$ cat src/cab_pkg.sv
package cab_pkg;
    // information word layout
    localparam int WORD_W     = 16;
    localparam int CAUSE_W    = 3;
    localparam int BODY_W     = WORD_W - CAUSE_W;
    localparam int INTR_DW    = 12;
    localparam int WSEL_W     = 3;
    localparam int XADDR_W    = 24;
    localparam int XHI_W      = 8;
    localparam int XLO_W      = 16;
    localparam int DMA_BIT_LO = 9;
    localparam int DMA_BIT_HI = 10;

    localparam logic [CAUSE_W-1:0] CAUSE_INTR = 3'h4;
    localparam logic [CAUSE_W-1:0] CAUSE_HALT = 3'h5;
    localparam logic [CAUSE_W-1:0] CAUSE_DMA  = 3'h6;
    localparam logic [CAUSE_W-1:0] CAUSE_EXEC = 3'h7;
    localparam logic [3:0]         INTR_TOP   = 4'h8;

    // variable area word indices
    localparam logic [WSEL_W-1:0] WIDX_STATUS = 3'h0;
    localparam logic [WSEL_W-1:0] WIDX_XHI    = 3'h4;
    localparam logic [WSEL_W-1:0] WIDX_XLO    = 3'h5;

    // register byte offsets
    localparam logic [7:0] OFS_CTRL   = 8'h00;
    localparam logic [7:0] OFS_STATUS = 8'h04;
    localparam logic [7:0] OFS_MASK   = 8'h08;
    localparam logic [7:0] OFS_WORD0  = 8'h0C;
    localparam logic [7:0] OFS_STATE  = 8'h10;

    // sticky event bit positions
    localparam int EV_N    = 4;
    localparam int EV_INTR = 0;
    localparam int EV_HALT = 1;
    localparam int EV_DMA  = 2;
    localparam int EV_EXEC = 3;

    localparam logic [31:0] RST_CTRL = 32'h0000_0001;
    localparam logic [3:0]  RST_MASK = 4'h0;

    typedef enum logic [2:0] {K_NONE, K_INTR, K_HALT, K_DMA, K_EXEC}
        cab_kind_type;
endpackage

$ cat src/cab_irq_unit.sv
// sticky event status, mask and level interrupt
module cab_irq_unit
    import cab_pkg::*;
(
    input  wire logic            clk_i,
    input  wire logic            rst_i,
    input  wire logic [EV_N-1:0] set_i,
    input  wire logic            rd_clr_i,
    input  wire logic            mask_we_i,
    input  wire logic [EV_N-1:0] mask_d_i,
    output logic      [EV_N-1:0] status_o,
    output logic      [EV_N-1:0] mask_o,
    output logic                 irq_o
);
    logic [EV_N-1:0] status_next;
    logic [EV_N-1:0] mask_next;

    // a set in the same cycle as the clearing read survives it
    assign status_next = (rd_clr_i ? '0 : status_o) | set_i;
    assign mask_next   = mask_we_i ? mask_d_i : mask_o;

    always_ff @(posedge clk_i)
    begin
        if (rst_i)
        begin
            status_o <= '0;
            mask_o   <= RST_MASK;
            irq_o    <= 1'b0;
        end
        else
        begin
            status_o <= status_next;
            mask_o   <= mask_next;
            irq_o    <= |(status_next & mask_next);
        end
    end
endmodule // cab_irq_unit

$ cat src/cab_word_writer.sv
// writes one to three words into the variable area, one at a time
module cab_word_writer
    import cab_pkg::*;
(
    input  wire logic              clk_i,
    input  wire logic              rst_i,
    input  wire logic              start_i,
    input  wire logic [1:0]        count_i,
    input  wire logic [WSEL_W-1:0] addr0_i,
    input  wire logic [WORD_W-1:0] data0_i,
    input  wire logic [WSEL_W-1:0] addr1_i,
    input  wire logic [WORD_W-1:0] data1_i,
    input  wire logic [WSEL_W-1:0] addr2_i,
    input  wire logic [WORD_W-1:0] data2_i,
    input  wire logic              mem_ack_i,
    output logic                   mem_we_o,
    output logic      [WSEL_W-1:0] mem_addr_o,
    output logic      [WORD_W-1:0] mem_data_o,
    output logic                   busy_o,
    output logic                   done_o
);
    typedef enum logic {W_IDLE, W_WRITE} cab_wstate_type;
    cab_wstate_type  state_reg;
    logic [1:0]      idx_reg;
    logic [1:0]      cnt_reg;
    logic [WSEL_W-1:0] a1_reg, a2_reg;
    logic [WORD_W-1:0] d1_reg, d2_reg;
    wire             last_w = (idx_reg == cnt_reg - 2'h1);

    // address and data move on only after the memory took the word
    always_ff @(posedge clk_i)
    begin
        if (rst_i)
        begin
            state_reg  <= W_IDLE;
            idx_reg    <= '0;
            cnt_reg    <= '0;
            a1_reg     <= '0;
            a2_reg     <= '0;
            d1_reg     <= '0;
            d2_reg     <= '0;
            mem_we_o   <= 1'b0;
            mem_addr_o <= '0;
            mem_data_o <= '0;
            busy_o     <= 1'b0;
            done_o     <= 1'b0;
        end
        else
        begin
            done_o <= 1'b0;
            unique case (state_reg)
                W_IDLE:
                    if (start_i)
                    begin
                        state_reg  <= W_WRITE;
                        idx_reg    <= '0;
                        cnt_reg    <= count_i;
                        a1_reg     <= addr1_i;
                        a2_reg     <= addr2_i;
                        d1_reg     <= data1_i;
                        d2_reg     <= data2_i;
                        mem_we_o   <= 1'b1;
                        mem_addr_o <= addr0_i;
                        mem_data_o <= data0_i;
                        busy_o     <= 1'b1;
                    end
                W_WRITE:
                    if (mem_ack_i && last_w)
                    begin
                        state_reg <= W_IDLE;
                        mem_we_o  <= 1'b0;
                        busy_o    <= 1'b0;
                        done_o    <= 1'b1;
                    end
                    else if (mem_ack_i)
                    begin
                        idx_reg    <= idx_reg + 2'h1;
                        mem_addr_o <= (idx_reg == 2'h0) ? a1_reg : a2_reg;
                        mem_data_o <= (idx_reg == 2'h0) ? d1_reg : d2_reg;
                    end
            endcase
        end
    end
endmodule // cab_word_writer

$ cat src/cab_channel_abort_status_writer.sv
// How it works
// RULE_01: cause code sits in top three bits
// RULE_02: running program interrupts only via interrupt instruction
// RULE_03: abort and halt status go to word 0
// RULE_04: interrupt instruction writes 1000 plus 12 data bits
// RULE_05: halt while waiting stops at once, silently
// RULE_06: halt during service waits, then interrupts
// RULE_07: deferred halt word is 101 and zeros
// RULE_08: DMA abort word is 110 plus register bits
// RULE_09: memory error saves failing address in words 4,5
// RULE_10: DMA status mismatch aborts without address words
// RULE_11: execution error word is 111 plus flags
// RULE_12: words written before interrupt status is set
module cab_channel_abort_status_writer
    import cab_pkg::*;
(
    input  wire logic               clk_i,
    input  wire logic               rst_i,
    // classic wishbone slave
    input  wire logic               wb_cyc_i,
    input  wire logic               wb_stb_i,
    input  wire logic               wb_we_i,
    input  wire logic [7:0]         wb_adr_i,
    input  wire logic [3:0]         wb_sel_i,
    input  wire logic [31:0]        wb_dat_i,
    output logic      [31:0]        wb_dat_o,
    output logic                    wb_ack_o,
    // channel program events
    input  wire logic               prog_running_i,
    input  wire logic               prog_waiting_i,
    input  wire logic               wait_point_i,
    input  wire logic               intr_instr_i,
    input  wire logic [WSEL_W-1:0]  intr_word_sel_i,
    input  wire logic [INTR_DW-1:0] intr_data_i,
    input  wire logic               halt_io_program_command_i,
    input  wire logic               dma_abort_i,
    input  wire logic               dma_mem_err_i,
    input  wire logic [WORD_W-1:0]  dma_reg_i,
    input  wire logic [XADDR_W-1:0] dma_addr_i,
    input  wire logic               dma_check_i,
    input  wire logic [1:0]         dma_expect_i,
    input  wire logic               exec_err_i,
    input  wire logic [BODY_W-1:0]  exec_flags_i,
    // channel_program_variable_area write port
    input  wire logic               channel_program_variable_area_ack_i,
    output logic                    channel_program_variable_area_we_o,
    output logic      [WSEL_W-1:0]  channel_program_variable_area_addr_o,
    output logic      [WORD_W-1:0]  channel_program_variable_area_data_o,
    output logic                    halt_o,
    output logic                    irq_o
);

    logic [31:0]       ctrl_reg;
    logic [WORD_W-1:0] word0_reg;
    logic              halt_pend_reg;
    logic              p_intr_reg, p_halt_reg, p_dma_reg, p_exec_reg;
    logic [WORD_W-1:0] intr_word_reg, dma_word_reg, exec_word_reg;
    logic [WSEL_W-1:0] intr_sel_reg;
    logic              dma_addr_ok_reg;
    logic [XADDR_W-1:0] dma_xaddr_reg;
    cab_kind_type      act_kind_reg;
    logic              start_reg;
    logic [1:0]        cnt_reg;
    logic [WSEL_W-1:0] a0_reg, a1_reg, a2_reg;
    logic [WORD_W-1:0] d0_reg, d1_reg, d2_reg;
    logic              wr_busy, wr_done;
    logic [EV_N-1:0]   ev_status, ev_mask, ev_set;

    // bus decode
    wire bus_req   = wb_cyc_i && wb_stb_i && !wb_ack_o;
    wire bus_wr    = bus_req && wb_we_i;
    wire bus_rd    = bus_req && !wb_we_i;
    wire sel_ctrl  = wb_adr_i == OFS_CTRL;
    wire sel_stat  = wb_adr_i == OFS_STATUS;
    wire sel_mask  = wb_adr_i == OFS_MASK;
    wire sel_word0 = wb_adr_i == OFS_WORD0;
    wire sel_state = wb_adr_i == OFS_STATE;
    wire enabled   = ctrl_reg[0];
    wire stat_rd   = bus_rd && sel_stat;
    wire mask_we   = bus_wr && sel_mask && wb_sel_i[0];
    wire ctrl_we0  = bus_wr && sel_ctrl && wb_sel_i[0];

    // unmapped offsets read as zero and still acknowledge
    wire [31:0] rd_mux =
        sel_ctrl  ? ctrl_reg :
        sel_stat  ? {{(32-EV_N){1'b0}}, ev_status} :
        sel_mask  ? {{(32-EV_N){1'b0}}, ev_mask} :
        sel_word0 ? {{(32-WORD_W){1'b0}}, word0_reg} :
        sel_state ? {28'h000_0000, 1'b0, p_dma_reg | p_exec_reg,
                     halt_pend_reg, wr_busy} :
        32'h0000_0000;

    // event qualification
    wire intr_ok    = enabled && intr_instr_i && prog_running_i; // RULE_02
    wire halt_now   = enabled && halt_io_program_command_i
                      && prog_waiting_i;                         // RULE_05
    wire halt_defer = enabled && halt_io_program_command_i
                      && prog_running_i && !prog_waiting_i;      // RULE_06
    wire halt_fire  = halt_pend_reg && wait_point_i;             // RULE_06
    wire dma_bad    = enabled && dma_check_i
                      && (dma_reg_i[DMA_BIT_HI:DMA_BIT_LO]
                          != dma_expect_i);                      // RULE_10
    wire dma_ev     = (enabled && dma_abort_i) || dma_bad;
    wire exec_ev    = enabled && exec_err_i;

    // composed information words
    wire [WORD_W-1:0] w_intr = {INTR_TOP, intr_data_i};          // RULE_04
    wire [WORD_W-1:0] w_halt = {CAUSE_HALT, {BODY_W{1'b0}}};     // RULE_07
    wire [WORD_W-1:0] w_dma  = {CAUSE_DMA,
                                dma_reg_i[WORD_W-1:CAUSE_W]};    // RULE_08
    wire [WORD_W-1:0] w_exec = {CAUSE_EXEC, exec_flags_i};       // RULE_11
    wire [WORD_W-1:0] w_xhi  = {{(WORD_W-XHI_W){1'b0}},
                                dma_xaddr_reg[XADDR_W-1:XLO_W]}; // RULE_09
    wire [WORD_W-1:0] w_xlo  = dma_xaddr_reg[XLO_W-1:0];         // RULE_09

    // launch priority: execution error, DMA abort, halt, instruction
    wire launch  = !wr_busy && !start_reg;
    wire go_exec = launch && p_exec_reg;
    wire go_dma  = launch && !p_exec_reg && p_dma_reg;
    wire go_halt = launch && !p_exec_reg && !p_dma_reg && p_halt_reg;
    wire go_intr = launch && !p_exec_reg && !p_dma_reg && !p_halt_reg
                   && p_intr_reg;

    // sticky cause bit only once the last word is in memory
    assign ev_set[EV_INTR] = wr_done && act_kind_reg == K_INTR;  // RULE_12
    assign ev_set[EV_HALT] = wr_done && act_kind_reg == K_HALT;  // RULE_12
    assign ev_set[EV_DMA]  = wr_done && act_kind_reg == K_DMA;   // RULE_12
    assign ev_set[EV_EXEC] = wr_done && act_kind_reg == K_EXEC;  // RULE_12

    // wishbone slave: one wait state, registered data
    always_ff @(posedge clk_i)
    begin
        if (rst_i)
        begin
            wb_ack_o <= 1'b0;
            wb_dat_o <= '0;
            ctrl_reg <= RST_CTRL;
        end
        else
        begin
            wb_ack_o <= bus_req;
            wb_dat_o <= bus_rd ? rd_mux : 32'h0000_0000;
            if (ctrl_we0)
                ctrl_reg <= {24'h00_0000, wb_dat_i[7:0]};
        end
    end

    // halt handling: immediate while waiting, held to wait point while running
    always_ff @(posedge clk_i)
    begin
        if (rst_i)
        begin
            halt_pend_reg <= 1'b0;
            halt_o        <= 1'b0;
        end
        else
        begin
            halt_o <= halt_now || halt_fire;
            if (halt_defer)
                halt_pend_reg <= 1'b1;
            else if (halt_fire || halt_now)
                halt_pend_reg <= 1'b0;
        end
    end

    // pending causes; a new event wins over the launch that clears it
    always_ff @(posedge clk_i)
    begin
        if (rst_i)
        begin
            p_intr_reg      <= 1'b0;
            p_halt_reg      <= 1'b0;
            p_dma_reg       <= 1'b0;
            p_exec_reg      <= 1'b0;
            intr_word_reg   <= '0;
            intr_sel_reg    <= '0;
            dma_word_reg    <= '0;
            exec_word_reg   <= '0;
            dma_addr_ok_reg <= 1'b0;
            dma_xaddr_reg   <= '0;
        end
        else
        begin
            p_intr_reg <= intr_ok   || (p_intr_reg && !go_intr);
            p_halt_reg <= halt_fire || (p_halt_reg && !go_halt);
            p_dma_reg  <= dma_ev    || (p_dma_reg  && !go_dma);
            p_exec_reg <= exec_ev   || (p_exec_reg && !go_exec);
            if (intr_ok)
            begin
                intr_word_reg <= w_intr;
                intr_sel_reg  <= intr_word_sel_i;
            end
            if (dma_ev)
            begin
                dma_word_reg <= w_dma;
                dma_addr_ok_reg <= dma_abort_i && dma_mem_err_i
                                   && !dma_bad;                  // RULE_10
                dma_xaddr_reg <= dma_addr_i;
            end
            if (exec_ev)
                exec_word_reg <= w_exec;
        end
    end

    // job setup for the word writer
    always_ff @(posedge clk_i)
    begin
        if (rst_i)
        begin
            start_reg    <= 1'b0;
            act_kind_reg <= K_NONE;
            cnt_reg      <= '0;
            a0_reg       <= '0;
            a1_reg       <= '0;
            a2_reg       <= '0;
            d0_reg       <= '0;
            d1_reg       <= '0;
            d2_reg       <= '0;
        end
        else
        begin
            start_reg <= go_exec || go_dma || go_halt || go_intr;
            a0_reg    <= WIDX_STATUS;                            // RULE_03
            a1_reg    <= WIDX_XHI;
            a2_reg    <= WIDX_XLO;
            d1_reg    <= w_xhi;
            d2_reg    <= w_xlo;
            cnt_reg   <= 2'h1;
            if (go_exec)
            begin
                act_kind_reg <= K_EXEC;
                d0_reg       <= exec_word_reg;
            end
            else if (go_dma)
            begin
                act_kind_reg <= K_DMA;
                d0_reg       <= dma_word_reg;
                cnt_reg      <= dma_addr_ok_reg ? 2'h3 : 2'h1;   // RULE_09
            end
            else if (go_halt)
            begin
                act_kind_reg <= K_HALT;
                d0_reg       <= w_halt;
            end
            else if (go_intr)
            begin
                act_kind_reg <= K_INTR;
                d0_reg       <= intr_word_reg;
                a0_reg       <= intr_sel_reg;
            end
        end
    end

    // readable copy of the last status word written to word 0
    always_ff @(posedge clk_i)
    begin
        if (rst_i)
            word0_reg <= '0;
        else if (channel_program_variable_area_we_o && channel_program_variable_area_ack_i && channel_program_variable_area_addr_o == WIDX_STATUS)
            word0_reg <= channel_program_variable_area_data_o;
    end

    cab_word_writer u_writer (
        .clk_i      (clk_i),
        .rst_i      (rst_i),
        .start_i    (start_reg),
        .count_i    (cnt_reg),
        .addr0_i    (a0_reg),
        .data0_i    (d0_reg),
        .addr1_i    (a1_reg),
        .data1_i    (d1_reg),
        .addr2_i    (a2_reg),
        .data2_i    (d2_reg),
        .mem_ack_i  (channel_program_variable_area_ack_i),
        .mem_we_o   (channel_program_variable_area_we_o),
        .mem_addr_o (channel_program_variable_area_addr_o),
        .mem_data_o (channel_program_variable_area_data_o),
        .busy_o     (wr_busy),
        .done_o     (wr_done)
    );

    cab_irq_unit u_irq (
        .clk_i     (clk_i),
        .rst_i     (rst_i),
        .set_i     (ev_set),
        .rd_clr_i  (stat_rd),
        .mask_we_i (mask_we),
        .mask_d_i  (wb_dat_i[EV_N-1:0]),
        .status_o  (ev_status),
        .mask_o    (ev_mask),
        .irq_o     (irq_o)
    );
endmodule // cab_channel_abort_status_writer

$ cat config.mk
export PLATFORM = sky130hd
export DESIGN_NAME = cab_channel_abort_status_writer
export DESIGN_NICKNAME = d
export VERILOG_FILES = /design/src/cab_pkg.sv /design/src/cab_irq_unit.sv /design/src/cab_word_writer.sv /design/src/cab_channel_abort_status_writer.sv
export SDC_FILE = /design/constraint.sdc
export NUM_CORES = 1
export LEC_CHECK = 0
export BUFFER_PORTS_ARGS = -buffer_cell sky130_fd_sc_hd__buf_4
export CAP_MARGIN = 20
export CORE_MARGIN = 3
export CORE_UTILIZATION = 35
export DETAILED_ROUTE_END_ITERATION = 7
export PLACE_DENSITY = 0.61
export SYNTH_ARGS = -nofsm -noshare
export SYNTH_HDL_FRONTEND = slang
export SYNTH_SLANG_ARGS = --single-unit
$ cat constraint.sdc
create_clock -name clk_i -period 4.65 [get_ports clk_i]
set_input_delay 0.465 -clock clk_i [delete_from_list [all_inputs] [get_ports clk_i]]
set_output_delay 0.465 -clock clk_i [all_outputs]
set_load 0.01 [all_outputs]
==> impl_results.md, run 1 <==
* Vias in the first global route at 6578
* VDD IR max at 0.0002486 V
* Worst hold path type: primary input to register
* Final Hold Viols at 0
* Nets at between 1000 and 1500
* Sequential power share at 45.8%
* Sink Count at 226
* H-tree depth at 1
* Mean Syn Cell Area at 8.421 µm²
* P_leak at 0.004245 µW
* Pwr/cell area at 440.7 nW/µm²
* Startpoint Class: register
* Post-Layout Cell Count at 1451
* Ys flop type: dfxtp_1
* DR vias/cell at 4.815
* Grt total ovfl at 0
* Max reg flops at 24
* Drt pass-1 iters at 5
* CP top delay family: simple AND/OR/NAND/NOR gates
* FP Rows at 56
* Placer Congestion at 0.8048
* Initial antenna violation count at 0
* FF+latch area at 4524 µm²
* Synth area leader: dfxtp_1
* Crit path arrival time at 2.68 ns
* Root Driver: clkbuf_16
* TritonCTS buffer count at 25
* Commonest non-fill, non-tap cell in the layout: nand2_1
* Crit path max fanout at 14
* Count of final max-slew check failures at 0
* Yosys warns at 0
* Iteration-0 DRC count of the detailed router at 456
* Max Clk Rate at around 440 MHz
* Post-route DRC violation count at 0
* Vias post-DR at 6987
* Number of synthesized flops with an enable pin at 0
* CP max stage cell: and2_0
* Min cycle time layout at 2.255 ns
* Reg clk slew, reported paths at 0.06 ns
* Top-area cell type share of the netlist area at between 50 and 60%
* Proportion of power drawn by the clock network at 43.1%
* Power Internal at 3459 µW
* Max Buffers Root-to-Sink at 3
* Share of post-route cells with drive strength above 1 at 17.42%
* Ports at 184
* Cells after Synth at 1009
* Final setup fails at 0
* Cell Chain, Critical Path: nor3_1 > and2_0 > a221oi_1 > nor4_1
* Switching pwr at 1166 µW
* Die footprint at 26180 µm²
* Worst path buffer plus inverter count at 0
* Final period util at a little under 50%
* GRT Overall Usage at 15.68%
* Max cap viols at 0
* ANT nets after route at 0
* CTS tree: yes
* Relative slew slack at 37.73%
* Mapped cell area at 8497 µm²
* Slew @ Worst Pin at 0.9340 ns
* Global-route wire length before repair at approximately 34000 µm
* Crit Path Class: register to register
* Cells after DPL at 1405
* Count of different cell masters after synthesis at 56
* Run status: complete, no violations
* Hold Buf Count CTS at 0
* Largest net degree at the start of global routing at 113
* Die Wd at 161.8 µm
* Setup TNS at 0 ns
* CP max stage delay at 0.74 ns
* Fillers at 2447
* DRT Wirelength at 21260 µm
* Unrepaired setup endpoints after global routing: no
* PortBufs at 137
* Yosys reg bits at 226
* Area Growth Syn to Fin at 23.50%
* Sequential fraction of the synthesis area at 53.25%
* Post-CTS sizing at 0
* Dpl hpwl at between 10000 and 15000 µm
* Comb power frac at 11.2%
* Layout Skew at 0.01504 ns
* Wire per inst at 14.65 µm
* Ys async rst share at 0%
* Area of the multi-input gates at 3575 µm²
* Worst-Skew Late Latency at 0.53 ns
* Synth area leaders: dfxtp_1, nand2_1, a21oi_1
* Initial Util at 35.88%
* Net Sw Frac at 25.21%
* Req. time, crit path at slightly above 5 ns
* CP Capture Type: register
* Commonest non-fill, non-tap cells in the layout: nand2_1, dfxtp_1, buf_4
* Core Area at roughly 24000 µm²
* Die height at about 160 µm
* Setup Fix Bufs, Post-CTS at 0
-- synthesized netlist by cell type, types with 2 or more instances --
| cell | count |
|---|---|
| a21oi_1 | 131 |
| a221oi_1 | 13 |
| a222oi_1 | 2 |
| a22oi_1 | 5 |
| a311oi_1 | 3 |
| a32oi_1 | 2 |
| and2_0 | 2 |
| and2_1 | 13 |
| and3_1 | 5 |
| buf_1 | 4 |
| buf_2 | 14 |
| buf_4 | 19 |
| clkbuf_1 | 44 |
| dfxtp_1 | 226 |
| inv_1 | 15 |
| mux2i_1 | 24 |
| nand2_1 | 261 |
| nand2b_1 | 7 |
| nand3_1 | 9 |
| nand4_1 | 2 |
| nor2_1 | 74 |
| nor2b_1 | 28 |
| nor3_1 | 28 |
| nor4_1 | 13 |
| nor4bb_1 | 2 |
| o211ai_1 | 9 |
| o21a_1 | 3 |
| o21ai_0 | 9 |
| o22ai_1 | 11 |
| o32ai_1 | 2 |
| or4_1 | 3 |
| xnor2_1 | 2 |
-- cells by family after synthesis --
kind of cell | count (synthesis) | share of synthesized area, %
xor+xnor | 3 | 0.3977
simple gates | 458 | 23.81
other cells | 1 | 0.04413
flops | 226 | 53.25
buf+inv | 97 | 5.419
compound gates | 197 | 13.67
mux | 26 | 3.269
fa+ha+maj | 1 | 0.1472
-- layout make-up --
cell class	count	area share (%)
antenna	1	0.02385
clock buffer	33	6.534
clock inverter	11	1.443
inverter	15	0.5365
multi-input combinational	701	34.06
sequential	226	43.11
tap	319	3.804
timing repair buffer	145	10.48
-- routing by layer --
layer	routed length [µm]	share of wire, %	global-route usage, %
met4	438	2.1	3.684
met3	1420	6.7	3.188
met1	10320	49	22.85
met2	9078	43	23.94
met5	0	0	0
-- stage by stage --
step / setup slack [ns] / util, % / hold slack [ns] / power, µW / area, µm²
2_1_floorplan: 2.915 / - / 0.4153 / 2477 / 8553
3_3_place_gp: 1.942 / 40.70 / 0.4216 / 2667 / 9639
3_5_place_dp: 1.918 / 40.70 / 0.4276 / 2675 / 9639
4_1_cts: 1.893 / 44.24 / 0.1634 / 4674 / 10480
5_1_grt: 2.163 / 44.30 / 0.1749 / 4826 / 10490
6_report: 2.395 / 44.31 / 0.1749 / 4625 / 10490
-- worst min-delay path: stages --
cell and delay, ns:
buf_4 0.08, mux2i_1 0.05, nor2_1 0.07
-- path summary, 6_finish.rpt --
path	slack (ns)	to	start	depth (start not counted)
setup / recovery	2.40	d0_reg[11]	u_writer.busy_o	4
hold / removal	0.17	ctrl_reg[7]	wb_dat_i[7]	3
setup reg to reg	2.40	d0_reg[11]	u_writer.busy_o	4
hold reg to reg	0.43	u_writer.d2_reg[15]	d2_reg[15]	2
-- power by group through the flow --
stage / registers, µW / clock network [µW] / logic, µW
finish: 2120 / 1990 / 516
CTS: 2120 / 2040 / 517
detailed placement: 2160 / 0 / 514
floorplan: 2140 / 0 / 337
global route: 2130 / 2120 / 578
global placement: 2160 / 0 / 509
Note: power is estimated with default switching activity, not from simulation.
==> run 2, diff against run 1 <==
--- a/config.mk
+++ b/config.mk
@@ -10,7 +10,7 @@
 export CORE_MARGIN = 3
 export CORE_UTILIZATION = 35
 export DETAILED_ROUTE_END_ITERATION = 7
-export PLACE_DENSITY = 0.61
+export PLACE_DENSITY = 0.63
 export SYNTH_ARGS = -nofsm -noshare
 export SYNTH_HDL_FRONTEND = slang
 export SYNTH_SLANG_ARGS = --single-unit
==> constraint.sdc (replaced) <==
create_clock -name clk_i -period 1.9 [get_ports clk_i]
set_input_delay 0.19 -clock clk_i [delete_from_list [all_inputs] [get_ports clk_i]]
set_output_delay 0.19 -clock clk_i [all_outputs]
set_load 0.01 [all_outputs]
==> run 2 against run 1 <==
Against the previous run:
- clock-buffer cell count grew 2
- cell area grew 8.0%
- clock power grew 110%
- core utilization grew 3.5 points
- highest routed layer unchanged
- cell count grew 6.5%
- die area is the same
- maximum frequency grew 29%
- via count grew 6.1%
==> impl_results.md, run 2 (same netlist as run 1, synthesis figures left out) <==
* Crit path max fanout at 18 (was 14)
* Largest net degree at the start of global routing at 166 (was 113)
* ANT nets after route at 0 (unchanged)
* Wire per inst at 14.25 µm (was 14.65 µm)
* Max Clk Rate at 572.7 MHz (was 443.5 MHz)
* Post-route DRC violation count at 0 (unchanged)
* Placer Congestion at 0.8245 (was 0.8048)
* Worst-Skew Late Latency at 0.50 ns (was 0.53 ns)
* Initial Util at 35.88% (unchanged)
* CP top delay family: compound AO/OA/AOI/OAI gates (was simple AND/OR/NAND/NOR gates)
* Reg clk slew, reported paths at 0.06 ns (about the same)
* Fillers at 2349 (was 2447)
* Share of post-route cells with drive strength above 1 at 17.21% (was 17.42%)
* Count of final max-slew check failures at 0 (unchanged)
* Die footprint at 26180 µm² (unchanged)
* Post-Route Utilization at 47.85% (was 44.31%)
* Run status: complete, no violations (unchanged)
* Vias in the first global route at 6847 (was 6578)
* Min cycle time layout at 1.746 ns (was 2.255 ns)
* ANT cells at 0 (was 1)
* Commonest non-fill, non-tap cell in the layout: nand2_1 (unchanged)
* Startpoint Class: register (unchanged)
* Unrepaired setup endpoints after global routing: no (unchanged)
* DRT Wirelength at 22020 µm (was 21260 µm)
* FP Rows at 56 (unchanged)
* Drt pass-1 iters at 5 (unchanged)
* Setup TNS at 0 ns (unchanged)
* CP max stage delay at 0.49 ns (was 0.74 ns)
* H-tree depth at 1 (unchanged)
* Crit Path Class: register to register (unchanged)
* DR vias/cell at 4.797 (was 4.815)
* Final period util at 91.91% (was 48.49%)
* Core Area at 23680 µm² (unchanged)
* Ports at 184 (unchanged)
* Iteration-0 DRC count of the detailed router at 517 (was 456)
* Max reg flops at 24 (unchanged)
* Req. time, crit path at 2.32 ns (was 5.08 ns)
* GRT Overall Usage at 16.32% (was 15.68%)
* CTS tree: yes (unchanged)
* Initial antenna violation count at 0 (unchanged)
* VDD IR max at 0.0005547 V (was 0.0002486 V)
* Crit path arrival time at 2.16 ns (was 2.68 ns)
* Global-route wire length before repair at 35200 µm (was 33840 µm)
* Relative slew slack at 47.53% (was 37.73%)
* Layout Skew at 0.01215 ns (was 0.01504 ns)
* Vias post-DR at 7411 (was 6987)
* Sink Count at 226 (unchanged)
* Flop-to-flop setup slack at 0.15 ns (was 2.40 ns)
* Commonest non-fill, non-tap cells in the layout: nand2_1, dfxtp_1, buf_4 (unchanged)
* Final Hold Viols at 0 (unchanged)
* Worst path buffer plus inverter count at 0 (unchanged)
* Die height at 161.8 µm (unchanged)
* Die Wd at 161.8 µm (unchanged)
* CP max stage cell: a31oi_4 (was and2_0)
* PortBufs at 137 (unchanged)
* Nets at 1340 (was 1244)
* Area Growth Syn to Fin at 33.37% (was 23.50%)
* TritonCTS buffer count at 23 (was 25)
* Max Buffers Root-to-Sink at 3 (unchanged)
* Dpl hpwl at 15100 µm (was 14630 µm)
* Grt total ovfl at 0 (unchanged)
* Pwr/cell area at 952.8 nW/µm² (was 440.7 nW/µm²)
* Slew @ Worst Pin at 0.7870 ns (was 0.9340 ns)
* Max cap viols at 0 (unchanged)
* CP Capture Type: register (unchanged)
* Root Driver: clkbuf_16 (unchanged)
* P_leak at 0.004607 µW (was 0.004245 µW)
* Worst hold path type: primary input to register (unchanged)
* Final setup fails at 0 (unchanged)
* Cell Chain, Critical Path: xnor2_2 > mux2_4 > a31oi_4 > nor2_1 > nor3_1 (was nor3_1 > and2_0 > a221oi_1 > nor4_1)
[run 2: changes by cell type in the layout (fill, tap and decap cells not counted), moves of 2 or more]
| cell | delta |
|---|---|
| buf_12 | +3 |
| buf_4 | +16 |
| bufinv_16 | -3 |
| clkbuf_1 | +3 |
| clkbuf_16 | -2 |
| clkinv_2 | -2 |
| dlygate4sd3_1 | +80 |
[run 2: path summary, 6_finish.rpt]
path                                           from                 endpoint  depth (start not counted)
worst min-delay path                    wb_adr_i[5]              wb_dat_o[2]                          4
worst max register to register  u_writer.idx_reg[1]  u_writer.mem_data_o[13]                          5
worst max-delay path            u_writer.idx_reg[1]  u_writer.mem_data_o[13]                          5
worst min register to register           d2_reg[13]      u_writer.d2_reg[13]                          2
[run 2: area by class of cell]
| class | count | area, µm² | share of cell area, % |
|---|---|---|---|
| sequential | 226 | 4524 | 39.92 |
| clock buffer | 35 | 660.6 | 5.830 |
| clock inverter | 6 | 37.54 | 0.3312 |
| multi-input combinational | 701 | 3588 | 31.67 |
| tap | 319 | 399.1 | 3.522 |
| timing repair buffer | 243 | 2066 | 18.23 |
| inverter | 15 | 56.30 | 0.4969 |
[run 2: per-layer routing]
layer / routed length (µm) / GRT usage (%) / up-vias
met5: 0 / 0 / -
met4: 404 / 3.761 / 0
met3: 1293 / 3.009 / 22
met2: 9689 / 25.22 / 194
met1: 10630 / 23.75 / 3421
li1: - / - / 3774
[run 2: timing repair]
item	in CTS	in global routing
setup buffers	0	0
hold buffers	80	0
setup endpoints to repair	3	13
endpoints found under the hold margin	82	0
resized for setup	1	2
[run 2: power breakdown]
| group | total (µW) | switching (µW) | internal (µW) | leakage (µW) |
|---|---|---|---|---|
| registers | 5190 | 186 | 5000 | 0.00185 |
| logic | 1460 | 804 | 653 | 0.00242 |
| clock network | 4150 | 1760 | 2400 | 0.000346 |
| total | 10800 | 2750 | 8050 | 0.00461 |
[run 2: stage by stage]
step / cell area, µm² / total power, µW / cells / hold slack [ns] / worst slack [ns]
6_report: 11330 / 10800 / 1545 / 0.02409 / 0.1538
5_1_grt: 11330 / 11320 / 1545 / 0.01578 / 0.02297
4_1_cts: 11330 / 10910 / 1545 / 0.002246 / 0.01490
3_5_place_dp: 9819 / 6601 / 1424 / 0.4110 / -0.005344
3_3_place_gp: 9819 / 6585 / 1424 / 0.4055 / 0.06320
2_1_floorplan: 8553 / 6062 / 1024 / 0.3151 / 0.3080
[run 2: tightest hold or removal path: stages]
cell	delay [ns]
buf_4	0.10
nor2_1	0.04
nand2_1	0.09
a311oi_1	0.05
